### config.mk
export PLATFORM = sky130hd
export DESIGN_NAME = dutc_top
export DESIGN_NICKNAME = d
export VERILOG_FILES = /design/src/hdl/dutc_pkg.sv /design/src/hdl/dutc_top.sv
export SDC_FILE = /design/constraint.sdc
export NUM_CORES = 1
export LEC_CHECK = 0
export BUFFER_PORTS_ARGS = -buffer_cell sky130_fd_sc_hd__clkbuf_2
export CAP_MARGIN = 10
export CELL_PAD_IN_SITES_DETAIL_PLACEMENT = 0
export CELL_PAD_IN_SITES_GLOBAL_PLACEMENT = 1
export CORE_ASPECT_RATIO = 0.5
export CORE_MARGIN = 2
export CORE_UTILIZATION = 40
export CTS_CLUSTER_DIAMETER = 50
export DETAILED_ROUTE_END_ITERATION = 8
export MAX_ROUTING_LAYER = met4
export PLACE_DENSITY = 0.84
export SLEW_MARGIN = 20
export SYNTH_ARGS = -nofsm -noshare
export SYNTH_HDL_FRONTEND = slang
export SYNTH_SLANG_ARGS = --single-unit
export TNS_END_PERCENT = 10
### constraint.sdc
create_clock -name CLK -period 2.2 [get_ports CLK]
set_input_delay 0.22 -clock CLK [delete_from_list [all_inputs] [get_ports CLK]]
set_output_delay 0.22 -clock CLK [all_outputs]
set_load 0.01 [all_outputs]
### src/hdl/dutc_pkg.sv
// Constants, types and register map of the converter update timer control
// Behaviour
// - Buffering off: code writes go straight to the live code register.
// - Buffering on: writes load only the pre-buffer; live code holds.
// - Buffering on: pre-buffer goes live when counter hits zero, flag set.
// - Counter stops whenever double buffering is off, despite its enable.
// - Enabled 16-bit counter counts down once per clock from the reload.
// - At zero the counter reloads and hardware sets the request flag.
// - Output code has 10 bits; output is code times reference over 1024.
// - Software writes a 16-bit reload value used for every reload.
// - Software can read the request flag; set means a request occurred.
// - Settling choice: fast 1us and 1 MHz, slow 2.5us and 400 kHz.
// - Counter enable starts or stops counting apart from code writes.
`default_nettype none

package dutc_pkg;

    // ------------------------------------------------------------------
    // Widths
    // ------------------------------------------------------------------
    localparam int CODE_W = 10;
    localparam int CNT_W = 16;
    localparam int ADDR_W = 4;
    localparam int DATA_W = 32;

    // ------------------------------------------------------------------
    // Register byte offsets
    // ------------------------------------------------------------------
    localparam logic [ADDR_W-1:0] OFF_OUTPUT_CODE = 4'h0;
    localparam logic [ADDR_W-1:0] OFF_RELOAD = 4'h4;
    localparam logic [ADDR_W-1:0] OFF_CONTROL = 4'h8;
    localparam logic [ADDR_W-1:0] OFF_STATUS = 4'hC;
    localparam logic [ADDR_W-1:0] OFF_IRQ_STATUS = 4'h1;
    localparam logic [ADDR_W-1:0] OFF_IRQ_CLEAR = 4'h5;
    localparam logic [ADDR_W-1:0] OFF_IRQ_ENABLE = 4'h9;

    // ------------------------------------------------------------------
    // Field positions
    // ------------------------------------------------------------------
    localparam int CTL_DBUF_BIT = 0;
    localparam int CTL_CNT_EN_BIT = 1;
    localparam int CTL_SLOW_BIT = 2;
    localparam int STS_REQ_BIT = 0;
    localparam int STS_RUN_BIT = 1;
    localparam int IRQ_ZERO_BIT = 0;
    localparam int IRQ_LOAD_BIT = 1;
    localparam int IRQ_W = 2;

    // ------------------------------------------------------------------
    // Reset values
    // ------------------------------------------------------------------
    localparam logic [CODE_W-1:0] RST_CODE = 10'h000;
    localparam logic [CNT_W-1:0] RST_RELOAD = 16'h0000;
    localparam logic [CNT_W-1:0] RST_COUNT = 16'h0000;

    // ------------------------------------------------------------------
    // Types
    // ------------------------------------------------------------------
    typedef enum logic {
        DUTC_FAST_SETTLING,
        DUTC_SLOW_SETTLING
    } dutc_settling_t;

    typedef struct packed {
        logic [ADDR_W-1:0] addr;
        logic [DATA_W-1:0] wdata;
        logic wr;
        logic rd;
    } dutc_bus_req_t;

    typedef struct packed {
        logic double_buffer;
        logic counter_enable;
        dutc_settling_t settling;
    } dutc_ctrl_t;

endpackage : dutc_pkg

`default_nettype wire

### src/hdl/dutc_top.sv
// Converter update timer control: registers, update counter and request flag
//
// Our own choices: the strobed register port and the register offsets.
`default_nettype none

module dutc_top #(
    parameter int CODE_W = 10,
    parameter int CNT_W = 16
) (
    input wire logic CLK,
    input wire logic RESET,
    input wire dutc_pkg::dutc_bus_req_t BUS_REQ,
    output logic [31:0] BUS_RDATA,
    output logic [CODE_W-1:0] OUTPUT_CODE,
    output logic SLOW_SETTLING,
    output logic REQUEST,
    output logic IRQ
);

    // ------------------------------------------------------------------
    // Register state
    // ------------------------------------------------------------------
    dutc_pkg::dutc_ctrl_t ctrl;
    logic [CODE_W-1:0] output_code;
    logic [CODE_W-1:0] pre_buffer;
    logic [CNT_W-1:0] update_reload_value;
    logic [CNT_W-1:0] count;
    logic request_flag;
    logic [dutc_pkg::IRQ_W-1:0] irq_status;
    logic [dutc_pkg::IRQ_W-1:0] irq_enable;
    logic running;
    logic at_zero;
    logic wr_code;
    logic wr_reload;
    logic wr_ctrl;
    logic wr_status;
    logic wr_irq_clr;
    logic wr_irq_en;
    logic live_load;
    logic [dutc_pkg::IRQ_W-1:0] irq_event;

    function automatic logic hit(input logic [3:0] a, input logic [3:0] off);
        hit = (a == off);
    endfunction

    assign wr_code = BUS_REQ.wr
        && hit(BUS_REQ.addr, dutc_pkg::OFF_OUTPUT_CODE);
    assign wr_reload = BUS_REQ.wr && hit(BUS_REQ.addr, dutc_pkg::OFF_RELOAD);
    assign wr_ctrl = BUS_REQ.wr && hit(BUS_REQ.addr, dutc_pkg::OFF_CONTROL);
    assign wr_status = BUS_REQ.wr && hit(BUS_REQ.addr, dutc_pkg::OFF_STATUS);
    assign wr_irq_clr = BUS_REQ.wr
        && hit(BUS_REQ.addr, dutc_pkg::OFF_IRQ_CLEAR);
    assign wr_irq_en = BUS_REQ.wr
        && hit(BUS_REQ.addr, dutc_pkg::OFF_IRQ_ENABLE);

    // ------------------------------------------------------------------
    // Counter
    // ------------------------------------------------------------------
    // Counting needs both the enable and double buffering
    assign running = ctrl.counter_enable && ctrl.double_buffer;
    assign at_zero = running && (count == '0);

    always_ff @(posedge CLK) begin
        if (RESET) begin
            count <= dutc_pkg::RST_COUNT;
        end else if (!running) begin
            count <= update_reload_value;
        end else if (at_zero) begin
            count <= update_reload_value;
        end else begin
            count <= count - 1'b1;
        end
    end

    always_ff @(posedge CLK) begin
        if (RESET) begin
            update_reload_value <= dutc_pkg::RST_RELOAD;
        end else if (wr_reload) begin
            update_reload_value <= BUS_REQ.wdata[CNT_W-1:0];
        end
    end

    // ------------------------------------------------------------------
    // Request flag: set by zero, cleared by writing 1; set wins
    // ------------------------------------------------------------------
    always_ff @(posedge CLK) begin
        if (RESET) begin
            request_flag <= 1'b0;
        end else if (at_zero) begin
            request_flag <= 1'b1;
        end else if (wr_status && BUS_REQ.wdata[dutc_pkg::STS_REQ_BIT]) begin
            request_flag <= 1'b0;
        end
    end

    // ------------------------------------------------------------------
    // Output code and pre-buffer
    // ------------------------------------------------------------------
    // Copy happens on the zero that leaves the flag set
    assign live_load = at_zero && ctrl.double_buffer;

    always_ff @(posedge CLK) begin
        if (RESET) begin
            pre_buffer <= dutc_pkg::RST_CODE;
        end else if (wr_code && ctrl.double_buffer) begin
            pre_buffer <= BUS_REQ.wdata[CODE_W-1:0];
        end
    end

    always_ff @(posedge CLK) begin
        if (RESET) begin
            output_code <= dutc_pkg::RST_CODE;
        end else if (wr_code && !ctrl.double_buffer) begin
            output_code <= BUS_REQ.wdata[CODE_W-1:0];
        end else if (live_load) begin
            output_code <= pre_buffer;
        end
    end

    // Converter output is code * reference / 1024
    assign OUTPUT_CODE = output_code;

    // ------------------------------------------------------------------
    // Control
    // ------------------------------------------------------------------
    always_ff @(posedge CLK) begin
        if (RESET) begin
            ctrl.double_buffer <= 1'b0;
            ctrl.counter_enable <= 1'b0;
            ctrl.settling <= dutc_pkg::DUTC_FAST_SETTLING;
        end else if (wr_ctrl) begin
            ctrl.double_buffer <= BUS_REQ.wdata[dutc_pkg::CTL_DBUF_BIT];
            ctrl.counter_enable <=
                BUS_REQ.wdata[dutc_pkg::CTL_CNT_EN_BIT];
            ctrl.settling <= dutc_pkg::dutc_settling_t'(
                BUS_REQ.wdata[dutc_pkg::CTL_SLOW_BIT]);
        end
    end

    assign SLOW_SETTLING =
        (ctrl.settling == dutc_pkg::DUTC_SLOW_SETTLING);

    // ------------------------------------------------------------------
    // Interrupts
    // ------------------------------------------------------------------
    always_comb begin
        irq_event = '0;
        irq_event[dutc_pkg::IRQ_ZERO_BIT] = at_zero;
        irq_event[dutc_pkg::IRQ_LOAD_BIT] = live_load;
    end

    always_ff @(posedge CLK) begin
        if (RESET) begin
            irq_status <= '0;
        end else begin
            irq_status <= (irq_status
                & ~(wr_irq_clr ? BUS_REQ.wdata[dutc_pkg::IRQ_W-1:0] : '0))
                | irq_event;
        end
    end

    always_ff @(posedge CLK) begin
        if (RESET) begin
            irq_enable <= '0;
        end else if (wr_irq_en) begin
            irq_enable <= BUS_REQ.wdata[dutc_pkg::IRQ_W-1:0];
        end
    end

    assign IRQ = |(irq_status & irq_enable);
    assign REQUEST = request_flag;

    // ------------------------------------------------------------------
    // Read data, one cycle after the strobe, else zero
    // ------------------------------------------------------------------
    always_ff @(posedge CLK) begin
        if (RESET || !BUS_REQ.rd) begin
            BUS_RDATA <= '0;
        end else begin
            BUS_RDATA <= '0;
            case (BUS_REQ.addr)
                dutc_pkg::OFF_OUTPUT_CODE: begin
                    BUS_RDATA[CODE_W-1:0] <= ctrl.double_buffer
                        ? pre_buffer : output_code;
                end
                dutc_pkg::OFF_RELOAD: begin
                    BUS_RDATA[CNT_W-1:0] <= update_reload_value;
                end
                dutc_pkg::OFF_CONTROL: begin
                    BUS_RDATA[dutc_pkg::CTL_DBUF_BIT] <= ctrl.double_buffer;
                    BUS_RDATA[dutc_pkg::CTL_CNT_EN_BIT] <= ctrl.counter_enable;
                    BUS_RDATA[dutc_pkg::CTL_SLOW_BIT] <= SLOW_SETTLING;
                end
                dutc_pkg::OFF_STATUS: begin
                    BUS_RDATA[dutc_pkg::STS_REQ_BIT] <=
                        request_flag;
                    BUS_RDATA[dutc_pkg::STS_RUN_BIT] <= running;
                    BUS_RDATA[CNT_W+15:16] <= count;
                end
                dutc_pkg::OFF_IRQ_STATUS: begin
                    BUS_RDATA[dutc_pkg::IRQ_W-1:0] <= irq_status;
                end
                dutc_pkg::OFF_IRQ_ENABLE: begin
                    BUS_RDATA[dutc_pkg::IRQ_W-1:0] <= irq_enable;
                end
                default: begin
                    BUS_RDATA <= '0;
                end
            endcase
        end
    end

endmodule // dutc_top

`default_nettype wire

==> run_summary.xml <==
<?xml version="1.0" encoding="UTF-8"?>
<metrics>
  <group name="run_status">
    <metric name="outcome" unit="">completed</metric>
  </group>
  <group name="clocking">
    <metric name="clk_root_buffer_cell" unit="">sky130_fd_sc_hd__clkbuf_16</metric>
    <metric name="cts_repair_resize_count" unit="">0</metric>
    <metric name="cts.path.max_buffers" unit="">2</metric>
    <metric name="cts_hold_repair.buffers" unit="">0</metric>
    <metric name="cts-htree-levels" unit="">3</metric>
    <metric name="clk_pin_slew" unit="ps">70</metric>
    <metric name="cts_setup_buffers" unit="">0</metric>
    <metric name="cts.sink_count" unit="">92</metric>
    <metric name="insertion_delay" unit="ps">350</metric>
    <metric name="numCtsBuffers" unit="">9</metric>
    <metric name="clock_tree_from_tritoncts" unit="">built</metric>
  </group>
  <group name="power">
    <metric name="total_power" unit="mW">3.76</metric>
    <metric name="power_leakage" unit="nW">2.05</metric>
    <metric name="power.ir.vdd_worst" unit="µV">365</metric>
    <metric name="power_density" unit="nW/µm²">798</metric>
  </group>
  <group name="routing">
    <metric name="totalWireLength" unit="mm">9.71</metric>
    <metric name="drtPass1Iterations" unit="">5</metric>
    <metric name="avgViaCountPerCell" unit="">5.31</metric>
    <metric name="drtIter0Drc" unit="">304</metric>
    <metric name="post_dr_wirelength_cell" unit="µm">15.6</metric>
    <metric name="vias" unit="">3305</metric>
    <metric name="drtAntennaViolNets" unit="">0</metric>
    <metric name="detail_route.drc_violations" unit="">0</metric>
  </group>
  <group name="global_routing">
    <metric name="grt-ovfl-total" unit="">0</metric>
    <metric name="grt_first_pass_wirelength" unit="mm">15.8</metric>
    <metric name="grt_max_degree" unit="">47</metric>
    <metric name="antenna_found_initial" unit="">0</metric>
    <metric name="gr-usage-all-layers" unit="%">20.3</metric>
    <metric name="via_count_of_the_first_global_routing_pass" unit="">3037</metric>
  </group>
  <group name="synthesis">
    <metric name="synth_top_family_by_area" unit="">simple AND/OR/NAND/NOR gates</metric>
    <metric name="synth_ff_type" unit="">sky130_fd_sc_hd__dfxtp_1</metric>
    <metric name="synth_cell_type_count" unit="">59</metric>
    <metric name="synth_sequential_area_ratio" unit="%">47.8</metric>
    <metric name="synth.cell_area" unit="µm²">3860</metric>
    <metric name="synth_mux_area_share" unit="%">6.52</metric>
    <metric name="postSynthAreaPerCell" unit="µm²">9.25</metric>
    <metric name="syn-num-nets" unit="">458</metric>
    <metric name="share_of_async_settable_or_async_resettable_flops_after_synthesis" unit="%">0</metric>
    <metric name="synthesis.instances" unit="">417</metric>
    <metric name="synthAdderAreaFrac" unit="%">0.324</metric>
    <metric name="synth_compound_area_share" unit="%">17.0</metric>
    <metric name="post_synth_and_or_nand_nor_area_fraction" unit="%">22.9</metric>
    <metric name="ys_seq_elements" unit="">92</metric>
    <metric name="synth-warning-count" unit="">0</metric>
    <metric name="yosys.area_share.xor_xnor" unit="%">1.59</metric>
    <metric name="synth_enable_flop_cells" unit="">0</metric>
  </group>
  <group name="setup_path">
    <metric name="crit_fanout" unit="">12</metric>
    <metric name="critical_path_arrival" unit="ps">2260</metric>
    <metric name="rr_startpoint" unit="">count[0]$_SDFF_PP0_</metric>
    <metric name="worstRegToRegCells" unit="">7</metric>
    <metric name="worst_r2r_endpoint" unit="">OUTPUT_CODE[1]$_SDFFE_PP0P_</metric>
    <metric name="worst_setup_path_end_kind" unit="">flop</metric>
    <metric name="crit_type" unit="">flop to flop</metric>
    <metric name="setup.worst_path.start_class" unit="">flop</metric>
    <metric name="setup.reg_to_reg.worst_slack" unit="ps">190</metric>
    <metric name="worst_ep_required_time" unit="ps">2450</metric>
    <metric name="worst_setup_path_endpoint" unit="">OUTPUT_CODE[1]$_SDFFE_PP0P_</metric>
    <metric name="timing.critical_path.from" unit="">count[0]$_SDFF_PP0_</metric>
  </group>
  <group name="final_layout">
    <metric name="nFillCells" unit="">913</metric>
    <metric name="area_used_by_multi_input_combinational_logic" unit="µm²">1860</metric>
    <metric name="register_area" unit="µm²">1840</metric>
    <metric name="mostFrequentLayoutCell" unit="">sky130_fd_sc_hd__dfxtp_1</metric>
    <metric name="num_antenna_cells" unit="">0</metric>
    <metric name="nets" unit="">523</metric>
    <metric name="final_core_utilization" unit="%">50.0</metric>
    <metric name="share_of_post_route_cells_with_drive_strength_above_1" unit="%">22.6</metric>
    <metric name="mostFrequentLayoutCells" unit="">sky130_fd_sc_hd__dfxtp_1, sky130_fd_sc_hd__clkbuf_2, sky130_fd_sc_hd__nand2_1, sky130_fd_sc_hd__nor2_1, sky130_fd_sc_hd__a21oi_1</metric>
    <metric name="syn_to_final_growth" unit="%">22.1</metric>
  </group>
  <group name="floorplan">
    <metric name="area_of_the_die" unit="µm²">10500</metric>
    <metric name="ios" unit="">85</metric>
    <metric name="die-height" unit="µm">73.4</metric>
    <metric name="design.core.area" unit="µm²">9420</metric>
    <metric name="chipWidth" unit="µm">143</metric>
    <metric name="floorplan.rows" unit="">25</metric>
    <metric name="starting_density_of_the_core" unit="%">41.0</metric>
  </group>
  <group name="placement">
    <metric name="post-place-ws" unit="ps">248</metric>
    <metric name="globalplace.congestion" unit="">0.838</metric>
    <metric name="port-buffer-count" unit="">68</metric>
    <metric name="hpwl" unit="mm">6.72</metric>
  </group>
  <group name="sta">
    <metric name="rsz0062_at_grt" unit="">no</metric>
    <metric name="slew_violations" unit="">0</metric>
    <metric name="post-route-min-period" unit="ps">2010</metric>
    <metric name="whs" unit="ps">94.6</metric>
    <metric name="fin_crit_sh" unit="%">91.4</metric>
    <metric name="hold_viol_final" unit="">0</metric>
    <metric name="max_freq" unit="GHz">0.498</metric>
    <metric name="worstMarginPinSlew" unit="ps">571</metric>
    <metric name="clock-skew-final" unit="ps">10.9</metric>
    <metric name="post_route_setup_tns" unit="ps">0</metric>
    <metric name="slew_headroom" unit="%">61.8</metric>
    <metric name="final_setup_fails" unit="">0</metric>
    <metric name="final.setup.worst_slack" unit="ps">190</metric>
  </group>
  <group name="run">
    <metric name="drv_cap" unit="">0</metric>
  </group>
  <group name="worst_hold_path">
    <metric name="hold-path-cell-count" unit="">3</metric>
    <metric name="hp-class" unit="">primary input to flop</metric>
  </group>
</metrics>
[how the worst min path moves through the flow]
| stage | from | end |
|---|---|---|
| detailed placement | BUS_REQ[13] | update_reload_value[11]$_SDFFE_PP0P_ |
| floorplan | BUS_REQ[16] | update_reload_value[14]$_SDFFE_PP0P_ |
| finish | BUS_REQ[13] | update_reload_value[11]$_SDFFE_PP0P_ |
| CTS | BUS_REQ[13] | update_reload_value[11]$_SDFFE_PP0P_ |
| global route | BUS_REQ[13] | update_reload_value[11]$_SDFFE_PP0P_ |
| global placement | BUS_REQ[13] | update_reload_value[11]$_SDFFE_PP0P_ |
[flip-flops by register name, indices dropped and copies added, names as in the netlist]
register,flops
OUTPUT_CODE,10
update_reload_value,16
irq_status,2
SLOW_SETTLING,1
REQUEST,1
irq_enable,2
count,16
ctrl,2
pre_buffer,10
BUS_RDATA,32
[synthesized netlist by cell type, drive strengths merged, types with 3 or more instances]
cell type   n  area (µm²)
a21oi      27         139
a311oi     10        87.6
and2       22         139
buf        15        85.1
clkbuf     14        53.8
dfxtp      92        1840
mux2i      24         240
nand2      50         188
nand2b      4        25.0
nand3      18        90.1
nand3b      4        30.0
nand4       7        43.8
nor2       33         124
nor2b       3        18.8
nor3        7        51.3
nor4        3        25.0
o2111ai     3        26.3
o211a       8        80.1
o211ai      3        22.5
o21ai      16        80.1
o221ai      4        35.0
o2bb2ai     7        61.3
o31ai       3        22.5
or3         7        43.8
xnor2       3        26.3
xor2        4        35.0
[power by group]
part           internal [mW]  leakage, nW  total [mW]  switching (mW)
combinational         0.0594         1.13       0.169           0.110
sequential              1.68        0.742        1.69          0.0110
clock                   1.23        0.177        1.90           0.669
total                   2.97         2.05        3.76           0.789
[worst max-delay path, cell delays in order, from the launching register on]
cell and delay, ps:
sky130_fd_sc_hd__dfxtp_1 360, sky130_fd_sc_hd__inv_1 90, sky130_fd_sc_hd__ha_1 200, sky130_fd_sc_hd__nor3b_4 320, sky130_fd_sc_hd__and4_1 320, sky130_fd_sc_hd__buf_4 240, sky130_fd_sc_hd__nand3_1 100, sky130_fd_sc_hd__a311oi_1 290
[through the flow]
stage               area [µm²]  instances
global route              4710        622
CTS                       4710        622
floorplan                 3860        417
detailed placement        4340        606
finish                    4710        622
global placement          4340        606
[layout make-up]
class / instances / area share (%)
multi-input cells: 293 / 39.6
flip-flops and latches: 92 / 39.1
repair buffers: 83 / 9.62
clock buffers: 9 / 4.78
well taps: 135 / 3.59
clock inverters: 7 / 3.08
inverters: 3 / 0.239
[layer usage]
layer | global-route usage (%) | vias up | wire length (µm)
li1 | - | 1638 | -
met1 | 28.3 | 1588 | 5070
met2 | 29.0 | 71 | 4210
met3 | 6.06 | 8 | 353
met4 | 4.62 | 0 | 71
met5 | - | - | 0
[logic make-up (layout without fill, tap and decap cells)]
logic type | count (synthesis) | count (layout)
flops | 92 | 92
xor+xnor | 7 | 7
compound gates | 92 | 92
mux | 25 | 25
fa+ha+maj | 1 | 1
buf+inv | 32 | 102
simple gates | 168 | 168
Power figures use the tool's default switching activity.
